### config.mk
export PLATFORM = sky130hd
export DESIGN_NAME = ebp_top
export DESIGN_NICKNAME = d
export VERILOG_FILES = /design/src/shared/ebp_pkg.sv /design/src/verilog/ebp_top.sv
export SDC_FILE = /design/constraint.sdc
export NUM_CORES = 1
export LEC_CHECK = 0
export CELL_PAD_IN_SITES_DETAIL_PLACEMENT = 1
export CELL_PAD_IN_SITES_GLOBAL_PLACEMENT = 2
export CORE_ASPECT_RATIO = 1.25
export CORE_UTILIZATION = 28
export DETAILED_ROUTE_END_ITERATION = 16
export DONT_BUFFER_PORTS = 1
export GPL_ROUTABILITY_DRIVEN = 1
export PLACE_DENSITY = 0.63
export SLEW_MARGIN = 10
export SYNTH_ARGS = -nofsm -noshare
export SYNTH_HDL_FRONTEND = slang
export SYNTH_SLANG_ARGS = --single-unit
### constraint.sdc
create_clock -name I_CORE_CLK -period 3.8 [get_ports I_CORE_CLK]
set_input_delay 0.76 -clock I_CORE_CLK [delete_from_list [all_inputs] [get_ports I_CORE_CLK]]
set_output_delay 0.76 -clock I_CORE_CLK [all_outputs]
set_load 0.005 [all_outputs]
### src/shared/ebp_pkg.sv
// Constants and state type of the enhanced bridge PWM unit
package ebp_pkg;
  // ==========================================================
  // Register offsets
  localparam logic [3:0] ADDR_CONTROL   = 4'h0;
  localparam logic [3:0] ADDR_DUTY_HIGH = 4'h1;
  localparam logic [3:0] ADDR_DUTY_SHAD = 4'h2;
  localparam logic [3:0] ADDR_PERIOD    = 4'h3;
  localparam logic [3:0] ADDR_TIMER     = 4'h4;
  localparam logic [3:0] ADDR_TCTRL     = 4'h5;
  localparam logic [3:0] ADDR_DEADBAND  = 4'h6;
  localparam logic [3:0] ADDR_CAPT_LO   = 4'h7;
  localparam logic [3:0] ADDR_CAPT_HI   = 4'h8;
  localparam logic [3:0] ADDR_STATUS    = 4'h9;
  // ==========================================================
  // Field positions
  localparam int CTL_DIR      = 7;
  localparam int CTL_CFG_LSB  = 6;
  localparam int CTL_DLO_LSB  = 4;
  localparam int TC_CAPT_ON   = 7;
  localparam int TC_POST_LSB  = 3;
  localparam int TC_ON        = 2;
  localparam int TC_PRESC_LSB = 0;
  // ==========================================================
  // Encodings
  localparam logic [1:0] CFG_SINGLE   = 2'h0;
  localparam logic [1:0] CFG_FULL_FWD = 2'h1;
  localparam logic [1:0] CFG_HALF     = 2'h2;
  localparam logic [1:0] CFG_FULL_REV = 2'h3;
  localparam logic [3:0] MODE_OFF     = 4'h0;
  localparam logic [3:0] MODE_TOGGLE  = 4'h2;
  localparam logic [3:0] MODE_SET     = 4'h8;
  localparam logic [3:0] MODE_CLR     = 4'h9;
  localparam logic [3:0] MODE_SPECIAL = 4'hb;
  localparam logic [1:0] MODE_PWM     = 2'h3;
  localparam logic [1:0] MODE_CMP     = 2'h2;
  localparam logic [1:0] PRESC_1      = 2'h0;
  localparam logic [1:0] PRESC_4      = 2'h1;
  localparam logic [3:0] PLIM_1       = 4'h0;
  localparam logic [3:0] PLIM_4       = 4'h3;
  localparam logic [3:0] PLIM_16      = 4'hf;
  // ==========================================================
  // Timing: one core clock is one oscillator period
  localparam int CORE_CLK_NS    = 50;
  localparam int TOSC_NS        = 50;
  localparam int TOSC_PER_INSTR = 4;
  localparam int INSTR_CLKS     = TOSC_PER_INSTR * TOSC_NS / CORE_CLK_NS;
  localparam logic [1:0] Q_LAST = 2'(INSTR_CLKS - 1);
  // ==========================================================
  // Whole state of the unit
  typedef struct packed {
    logic [7:0]  pwm_control_reg;
    logic [7:0]  duty_high_bits_reg;
    logic [7:0]  duty_shadow_reg;
    logic [1:0]  duty_latch;
    logic [7:0]  period_limit_reg;
    logic [7:0]  period_timer;
    logic [7:0]  timer_ctrl;
    logic [6:0]  dead_band_reg;
    logic [6:0]  dead_work;
    logic [6:0]  db_cnt;
    logic [15:0] capture_timer;
    logic [1:0]  q;
    logic [3:0]  presc;
    logic [3:0]  post;
    logic [1:0]  sh_cfg;
    logic [1:0]  sh_pol;
    logic        running;
    logic        raw;
    logic        cmp_pin;
    logic [3:0]  pins;
    logic [3:0]  pin_en;
    logic [7:0]  rdata;
    logic        period_evt;
    logic        special_evt;
  } ebp_state_t;
  localparam ebp_state_t STATE_RST = '0;
endpackage : ebp_pkg

### src/verilog/ebp_top.sv
// Enhanced bridge PWM unit with compare timer and register port
//
// Overview of operation
// - Compare uses capture timer, PWM uses period timer
// - Special-event match clears whole capture timer
// - Config and mode pick which outputs are driven
// - PWM controls shadowed, loaded at period start
// - Dead-band loads at duty or period boundary
// - PWM starts only after period timer reset
// - Period end: clear timer, set output, copy duty
// - Period is four Tosc times limit+1 times prescale
// - Postscaler gives separate event, not PWM rate
// - Duty is ten bits, Tosc times prescale
// - Duty shadow loads on period match, read-only
// - Output clears when shadow equals fine timer
// - Duty beyond period never clears output
// - Half-bridge: A is PWM, B its complement
// - Half-bridge rising edges delayed by dead-band count
// - Dead-band over duty keeps output inactive
// - Full-bridge forward A on D modulated; reverse C,B
// - Direction change applies from next period
// - Last timer count before change: swap, modulated off
// - Full-bridge uses no dead-band delay
// - PWM modes set A/C and B/D polarity
// - Config codes single, forward, half, reverse
//
// Design decisions made here: the register addresses and the address-and-strobe port.
`timescale 1ns/100ps
`default_nettype none
module ebp_top (
  input  wire logic       I_CORE_CLK,
  input  wire logic       I_RESET,
  input  wire logic       I_CE,
  input  wire logic [3:0] I_ADDR,
  input  wire logic [7:0] I_WDATA,
  input  wire logic       I_WR,
  input  wire logic       I_RD,
  output logic      [7:0] O_RDATA,
  output logic            O_PWM_OUT_A,
  output logic            O_PWM_OUT_B,
  output logic            O_PWM_OUT_C,
  output logic            O_PWM_OUT_D,
  output logic            O_PWM_OUT_A_EN,
  output logic            O_PWM_OUT_B_EN,
  output logic            O_PWM_OUT_C_EN,
  output logic            O_PWM_OUT_D_EN,
  output logic            O_PERIOD_EVENT,
  output logic            O_SPECIAL_EVENT
);
  // ==========================================================
  // Declarations
  ebp_pkg::ebp_state_t st_reg;
  ebp_pkg::ebp_state_t st_next;
  logic [3:0] unit_mode_field;
  logic [1:0] output_config_field;
  logic       bridge_direction_bit;
  logic       pwm_req;
  logic       cmp_mode;
  logic       inst_tick;
  logic [3:0] presc_lim;
  logic [1:0] sub_bits;
  logic       tmr_tick;
  logic       at_limit;
  logic       period_end;
  logic [9:0] duty_pending;
  logic [9:0] duty_work;
  logic [9:0] fine_count;
  logic       duty_match;
  logic       raw_eff;
  logic       cmp_match;
  logic       full_mode;
  logic       dir_switch;
  logic [3:0] act;
  logic [3:0] pol;
  logic [3:0] pin_val;
  logic [3:0] en_val;
  logic [7:0] read_mux;

  // ==========================================================
  // Decode of pending control fields
  assign unit_mode_field      = st_reg.pwm_control_reg[3:0];
  assign output_config_field  = st_reg.pwm_control_reg[ebp_pkg::CTL_CFG_LSB +: 2];
  assign bridge_direction_bit = st_reg.pwm_control_reg[ebp_pkg::CTL_DIR];
  assign pwm_req  = unit_mode_field[3:2] == ebp_pkg::MODE_PWM;
  assign cmp_mode = (unit_mode_field == ebp_pkg::MODE_TOGGLE)
                  | (unit_mode_field[3:2] == ebp_pkg::MODE_CMP);

  // ==========================================================
  // Time base: sub-cycle, prescaler, period timer
  assign inst_tick = st_reg.q == ebp_pkg::Q_LAST;
  // Prescale limit and the two bits that extend the timer
  always_comb begin
    case (st_reg.timer_ctrl[ebp_pkg::TC_PRESC_LSB +: 2])
      ebp_pkg::PRESC_1: begin
        presc_lim = ebp_pkg::PLIM_1;
        sub_bits  = st_reg.q;
      end
      ebp_pkg::PRESC_4: begin
        presc_lim = ebp_pkg::PLIM_4;
        sub_bits  = st_reg.presc[1:0];
      end
      default: begin
        presc_lim = ebp_pkg::PLIM_16;
        sub_bits  = st_reg.presc[3:2];
      end
    endcase
  end
  // Timer steps once per instruction cycle times prescale
  assign tmr_tick = inst_tick & st_reg.timer_ctrl[ebp_pkg::TC_ON]
                  & (st_reg.presc == presc_lim);
  assign at_limit   = st_reg.period_timer == st_reg.period_limit_reg;
  assign period_end = tmr_tick & at_limit;

  // ==========================================================
  // Duty compare on the ten-bit fine count
  assign duty_pending = {st_reg.duty_high_bits_reg,
                         st_reg.pwm_control_reg[ebp_pkg::CTL_DLO_LSB +: 2]};
  assign duty_work  = {st_reg.duty_shadow_reg, st_reg.duty_latch};
  assign fine_count = {st_reg.period_timer, sub_bits};
  // No match is ever seen if the duty exceeds the fine range
  assign duty_match = st_reg.running & st_reg.raw & (fine_count == duty_work);
  // Output drops in the first cycle of the match, so the high time is
  // exactly duty counts; waiting for raw itself would add one Tosc
  assign raw_eff = st_reg.raw & ~duty_match;

  // Compare match against the capture timer
  assign cmp_match = cmp_mode & st_reg.timer_ctrl[ebp_pkg::TC_CAPT_ON] & inst_tick
                   & (st_reg.capture_timer == {st_reg.duty_shadow_reg,
                                               st_reg.duty_high_bits_reg});

  // ==========================================================
  // Output steering
  assign full_mode = st_reg.running & st_reg.sh_cfg[0];
  // Pending direction differs in the last timer count
  assign dir_switch = full_mode & pwm_req & output_config_field[0] & at_limit
                    & (bridge_direction_bit != st_reg.sh_cfg[1]);
  // Active levels before polarity
  always_comb begin
    act = 4'h0;
    if (st_reg.running) begin
      case (st_reg.sh_cfg)
        ebp_pkg::CFG_SINGLE: begin
          act[0] = raw_eff;
        end
        ebp_pkg::CFG_HALF: begin
          // Rising edges wait for the dead-band count
          act[0] = raw_eff & (st_reg.db_cnt == 7'h00);
          act[1] = ~raw_eff & (st_reg.db_cnt == 7'h00);
        end
        default: begin
          // No dead-band in full bridge, only two outputs on
          if (dir_switch) begin
            act[0] = ~bridge_direction_bit;
            act[2] = bridge_direction_bit;
          end else if (!st_reg.sh_cfg[1]) begin
            act[0] = 1'b1;
            act[3] = raw_eff;
          end else begin
            act[2] = 1'b1;
            act[1] = raw_eff;
          end
        end
      endcase
    end
  end
  // Polarity pairs A/C and B/D
  assign pol = {st_reg.sh_pol[0], st_reg.sh_pol[1], st_reg.sh_pol[0], st_reg.sh_pol[1]};
  // Pins not claimed stay ordinary port pins
  assign en_val = st_reg.running
                ? {{2{st_reg.sh_cfg[0]}}, st_reg.sh_cfg != ebp_pkg::CFG_SINGLE, 1'b1}
                : {3'h0, cmp_mode};
  assign pin_val = st_reg.running ? (act ^ pol) : {3'h0, st_reg.cmp_pin};

  // ==========================================================
  // Register read multiplexer, unmapped reads as zero
  always_comb begin
    case (I_ADDR)
      ebp_pkg::ADDR_CONTROL:   read_mux = st_reg.pwm_control_reg;
      ebp_pkg::ADDR_DUTY_HIGH: read_mux = st_reg.duty_high_bits_reg;
      ebp_pkg::ADDR_DUTY_SHAD: read_mux = st_reg.duty_shadow_reg;
      ebp_pkg::ADDR_PERIOD:    read_mux = st_reg.period_limit_reg;
      ebp_pkg::ADDR_TIMER:     read_mux = st_reg.period_timer;
      ebp_pkg::ADDR_TCTRL:     read_mux = st_reg.timer_ctrl;
      ebp_pkg::ADDR_DEADBAND:  read_mux = {1'b0, st_reg.dead_band_reg};
      ebp_pkg::ADDR_CAPT_LO:   read_mux = st_reg.capture_timer[7:0];
      ebp_pkg::ADDR_CAPT_HI:   read_mux = st_reg.capture_timer[15:8];
      ebp_pkg::ADDR_STATUS:    read_mux = {3'h0, st_reg.sh_cfg, st_reg.cmp_pin,
                                           st_reg.raw, st_reg.running};
      default:                 read_mux = 8'h00;
    endcase
  end

  // ==========================================================
  // Next state; the clock enable freezes everything
  always_comb begin
    st_next = st_reg;
    if (I_CE) begin
      st_next.period_evt  = 1'b0;
      st_next.special_evt = 1'b0;
      st_next.q = st_reg.q + 2'h1;
      // Prescaler and period timer
      // A smaller prescale takes over at once instead of wrapping the count
      if (inst_tick && st_reg.timer_ctrl[ebp_pkg::TC_ON]) begin
        st_next.presc = (st_reg.presc >= presc_lim) ? 4'h0 : st_reg.presc + 4'h1;
      end
      if (period_end) begin
        st_next.period_timer = 8'h00;
      end else if (tmr_tick) begin
        st_next.period_timer = st_reg.period_timer + 8'h01;
      end
      // Capture timer, cleared by the special event
      if (cmp_match && unit_mode_field == ebp_pkg::MODE_SPECIAL) begin
        st_next.capture_timer = 16'h0000;
        st_next.special_evt   = 1'b1;
      end else if (inst_tick && st_reg.timer_ctrl[ebp_pkg::TC_CAPT_ON]) begin
        st_next.capture_timer = st_reg.capture_timer + 16'h0001;
      end
      if (cmp_match) begin
        case (unit_mode_field)
          ebp_pkg::MODE_SET:    st_next.cmp_pin = 1'b1;
          ebp_pkg::MODE_CLR:    st_next.cmp_pin = 1'b0;
          ebp_pkg::MODE_TOGGLE: st_next.cmp_pin = ~st_reg.cmp_pin;
          default:              st_next.cmp_pin = st_reg.cmp_pin;
        endcase
      end
      // Period boundary: load the shadows (duty shadow only in PWM mode) and start
      if (period_end) begin
        st_next.running = pwm_req;
        st_next.sh_cfg  = output_config_field;
        st_next.sh_pol  = unit_mode_field[1:0];
        st_next.raw     = pwm_req & (duty_pending != 10'h000);
        if (pwm_req) begin
          st_next.duty_shadow_reg = st_reg.duty_high_bits_reg;
          st_next.duty_latch = st_reg.pwm_control_reg[ebp_pkg::CTL_DLO_LSB +: 2];
        end
        st_next.dead_work = st_reg.dead_band_reg;
        st_next.db_cnt    = st_reg.dead_band_reg;
        // Postscaler only paces an update event
        // A lowered postscale fires at the next period, not after a wrap
        if (st_reg.post >= st_reg.timer_ctrl[ebp_pkg::TC_POST_LSB +: 4]) begin
          st_next.post       = 4'h0;
          st_next.period_evt = 1'b1;
        end else begin
          st_next.post = st_reg.post + 4'h1;
        end
      end else if (duty_match) begin
        st_next.raw       = 1'b0;
        st_next.dead_work = st_reg.dead_band_reg;
        st_next.db_cnt    = st_reg.dead_band_reg;
      end else if (inst_tick && st_reg.db_cnt != 7'h00) begin
        st_next.db_cnt = st_reg.db_cnt - 7'h01;
      end
      // Mode off clears running, raw and the compare pin at once; timers keep counting
      if (unit_mode_field == ebp_pkg::MODE_OFF) begin
        st_next.running = 1'b0;
        st_next.raw     = 1'b0;
        st_next.cmp_pin = 1'b0;
      end
      // Registered pins
      st_next.pins   = pin_val;
      st_next.pin_en = en_val;
      // Software writes; a timer write overrides the count
      if (I_WR) begin
        case (I_ADDR)
          ebp_pkg::ADDR_CONTROL: begin
            st_next.pwm_control_reg = I_WDATA;
            if (I_WDATA[3:0] == ebp_pkg::MODE_SET) begin
              st_next.cmp_pin = 1'b0;
            end else if (I_WDATA[3:0] == ebp_pkg::MODE_CLR) begin
              st_next.cmp_pin = 1'b1;
            end
          end
          ebp_pkg::ADDR_DUTY_HIGH: st_next.duty_high_bits_reg = I_WDATA;
          ebp_pkg::ADDR_DUTY_SHAD: begin
            // Read-only while PWM owns the shadow
            if (!pwm_req && !st_reg.running) begin
              st_next.duty_shadow_reg = I_WDATA;
            end
          end
          ebp_pkg::ADDR_PERIOD:    st_next.period_limit_reg = I_WDATA;
          ebp_pkg::ADDR_TIMER:     st_next.period_timer = I_WDATA;
          ebp_pkg::ADDR_TCTRL:     st_next.timer_ctrl = I_WDATA;
          ebp_pkg::ADDR_DEADBAND:  st_next.dead_band_reg = I_WDATA[6:0];
          ebp_pkg::ADDR_CAPT_LO:   st_next.capture_timer[7:0] = I_WDATA;
          ebp_pkg::ADDR_CAPT_HI:   st_next.capture_timer[15:8] = I_WDATA;
          default:                 st_next.rdata = st_reg.rdata;
        endcase
      end
      // Read data stand only in the cycle after the strobe
      st_next.rdata = I_RD ? read_mux : 8'h00;
    end
  end

  // ==========================================================
  // State register, synchronous reset to all zero
  always_ff @(posedge I_CORE_CLK) begin
    if (I_RESET) begin
      st_reg <= ebp_pkg::STATE_RST;
    end else begin
      st_reg <= st_next;
    end
  end

  // Outputs straight from flip-flops
  assign O_RDATA         = st_reg.rdata;
  assign O_PWM_OUT_A     = st_reg.pins[0];
  assign O_PWM_OUT_B     = st_reg.pins[1];
  assign O_PWM_OUT_C     = st_reg.pins[2];
  assign O_PWM_OUT_D     = st_reg.pins[3];
  assign O_PWM_OUT_A_EN  = st_reg.pin_en[0];
  assign O_PWM_OUT_B_EN  = st_reg.pin_en[1];
  assign O_PWM_OUT_C_EN  = st_reg.pin_en[2];
  assign O_PWM_OUT_D_EN  = st_reg.pin_en[3];
  assign O_PERIOD_EVENT  = st_reg.period_evt;
  assign O_SPECIAL_EVENT = st_reg.special_evt;
endmodule : ebp_top
`default_nettype wire

==> run metrics <==
final WL 27.7 mm; clk slew on worst S/H paths 0.06 ns; Syn-to-layout area delta 10.4%; Final Hold Vio Count 0; clock share of power 0.570; CTS Sinks 114; kind of critical path register to register; layout cells sized above 1 0.0793; FMAX 353 MHz; Core Area 24600 sq um; max-slew violations 0; max reg flops 65; type of the tightest min-delay check input port to register; Yosys warning total 0; Overall Global Routing Usage 0.226; clk_lat worst skew 0.43 ns; clk buf depth 2; Comb pwr share 0.036; largest net degree at the start of global routing 111; crit-path max FO 14; static leakage 2.64 nW; IO buf count 0; Critical R2R Capture st_reg[51]; cells on worst reg2reg path 9; crit-path cells or2_2 > ha_1 > nand2_2 > or3_4 > or3_4 > o31ai_4 > mux2_2 > a22oi_1 > nor2_1; Vias 6465; Least-Margin Pin Slew 0.950 ns; die area 25800 sq um; DR WL/cell 23.4 microns; H-tree depth 4; R2R setup slack 0.97 ns; number of cells on the critical path 9; NetSw 732 uW; endpoints failing setup 0; nets@finish 876; Netlist cell types 71; Critical Path AT 3.15 ns; Internal Pwr Total 2.38 mW; Hold Buf Count CTS 0; Max Cap Violations 0; chip height 179 microns; DRC 0; ys async rst share 0; Detail Placement HPWL 19.4 mm; CTS tree yes; vias per cell 5.45; Crit path largest cell delay 0.43 ns; most numerous cell on the critical path or3_4; PostCTS Resize Cnt 0; fin crit period 2.83 ns; skew final 0.0118 ns; launch point of the critical path st_reg[73]; Critical Path RT 4.12 ns; Final Cycle Share 0.745; sequential share of power 0.394; Root Driver clkbuf_16; Initial Utilization 0.286; Syn Inst Count 897; mapped cell area 7030 sq um; initial antenna violation count 0; Worst Setup EP st_reg[51]; n_diodes 0; Setup Fix Bufs, Post-CTS 0; DRT iter0 DRCs 428; synthesized area per cell 7.84 sq um; filler instances 2957; outcome complete, no violations; antenna viol nets, final 0; io pins 35; first-pass GRT wire length 42.4 mm; Post-synth EDFFs 0; First-pass DRT Iterations 5; Yosys reg bits 114; family with the most delay on the worst path simple AND/OR/NAND/NOR gates; Seq/Total Area, Yosys 0.325; min-delay src I_RESET; Top FF cell, synth dfxtp_1; RSZ-0062 raised after global routing no; FF+latch area 2280 sq um; Synth Net Count 929; r2r startpoint st_reg[73]; Num CTS Buffers 17; grt ovf 0; worst path buffer plus inverter count 0; Die Span X 144 microns; Crit. End Element register; cell row count 64; Slowest-stage cell, CP or3_4; area of the multi-input gates 4270 sq um; vias in the first global route 6609; Sw Share 0.235; total negative setup slack 0 ns; routability cong. 0.824; relative slew slack 0.361; total power after layout 3.12 mW; Startpoint Class register; PD cells 401 nW/um^2; VDD IR max 0.231 mV
-- how the worst min path moves through the flow --
stage | endpoint | depth (start not counted)
6_report | fine_count[6] | 1
5_1_grt | fine_count[6] | 1
4_1_cts | fine_count[3] | 1
3_5_place_dp | pol[1] | 2
3_3_place_gp | O_PWM_OUT_C | 2
2_1_floorplan | st_reg[76] | 2
-- cells in the final DEF (no fill, tap or decap), types with 5 or more instances in the layout --
master     count
nand4_1       12
nor2b_1       15
mux2_2         7
a31oi_1       20
ha_1          15
nand3_1       32
buf_4         10
a21o_1         7
a32oi_1        5
dfxtp_1      114
a32o_1         5
a21oi_1       43
nor2_1       103
a22oi_1       28
clkbuf_16     17
and3_1        22
nand2b_1       6
and2_1         7
nand2_1      100
o22ai_1        9
nor4_1        19
xnor2_1       23
mux2i_1       46
xor2_1        15
a211oi_1      11
inv_1         23
o21ai_0       42
nor3_1        10
-- routing by layer --
metal / vias to the layer above / part of all wire / global-route usage
met1: 3226 / 0.44 / 0.276
met5: - / 0 / 0
li1: 3097 / - / -
met3: 39 / 0.025 / 0.0288
met4: 0 / 0.028 / 0.0873
met2: 103 / 0.50 / 0.398
-- cell type report --
| cell class | count | share of cell area |
|---|---|---|
| Inverter | 24 | 0.0116 |
| Sequential cell | 114 | 0.294 |
| Clock inverter | 12 | 0.0230 |
| Timing Repair Buffer | 10 | 0.00967 |
| Clock buffer | 20 | 0.0588 |
| Multi-Input combinational cell | 677 | 0.550 |
| Tap cell | 330 | 0.0532 |
-- cell usage after synthesis (9+ instances only) --
cell type / n / area (sq um)
and3_1: 22 / 138
buf_2: 16 / 80.1
nand4_1: 12 / 75.1
xnor2_1: 23 / 201
dfxtp_1: 114 / 2280
a21oi_1: 43 / 215
nor3_1: 10 / 50.1
o22ai_1: 9 / 56.3
a22oi_1: 28 / 210
a31oi_1: 20 / 125
nand3_1: 32 / 160
o21ai_0: 42 / 210
nor2_1: 103 / 387
buf_4: 10 / 75.1
ha_1: 15 / 188
nand2_1: 100 / 375
nor4_1: 19 / 119
a211oi_1: 11 / 82.6
clkbuf_1: 45 / 169
mux2i_1: 46 / 460
nor2b_1: 15 / 93.8
inv_1: 23 / 86.3
xor2_1: 15 / 131
-- power groups by stage --
| stage | clock [mW] | sequential (mW) | combinational, mW |
|---|---|---|---|
| finish | 1.78 | 1.23 | 0.113 |
| global route | 1.86 | 1.23 | 0.124 |
| CTS | 1.81 | 1.23 | 0.113 |
| detailed placement | 0 | 1.25 | 0.113 |
| global placement | 0 | 1.25 | 0.113 |
| floorplan | 0 | 1.24 | 0.132 |
-- worst reg2reg max path, delay by kind of cell, from the launching register on --
| family | cells | cell delay, ns |
|---|---|---|
| simple gates | 5 | 1.30 |
| flops | 1 | 0.39 |
| compound gates | 2 | 0.31 |
| fa+ha+maj | 1 | 0.30 |
| mux | 1 | 0.41 |
-- per-stage QoR --
stage	utilization	std cells	hold slack (ns)	area, sq um	setup WS, ns
after floorplan	-	897	0.445	7030	1.16
after global placement	0.290	1155	0.465	7130	1.02
after global routing	0.316	1187	0.401	7760	0.812
after detailed placement	0.290	1155	0.464	7130	0.959
after CTS	0.316	1187	0.391	7760	0.944
final	0.316	1187	0.414	7760	0.969
-- logic make-up (layout without fill, tap and decap cells) --
family / Yosys count / after routing / share of synthesized area
AO/OA/AOI/OAI: 209 / 209 / 0.200
XOR/XNOR: 38 / 38 / 0.0473
multiplexers: 53 / 53 / 0.0767
adder cells (fa/ha/maj): 15 / 15 / 0.0267
flip-flops: 114 / 114 / 0.325
AND/OR/NAND/NOR: 362 / 362 / 0.256
buffers and inverters: 106 / 66 / 0.0682
Note: power is estimated with default switching activity, not from simulation.
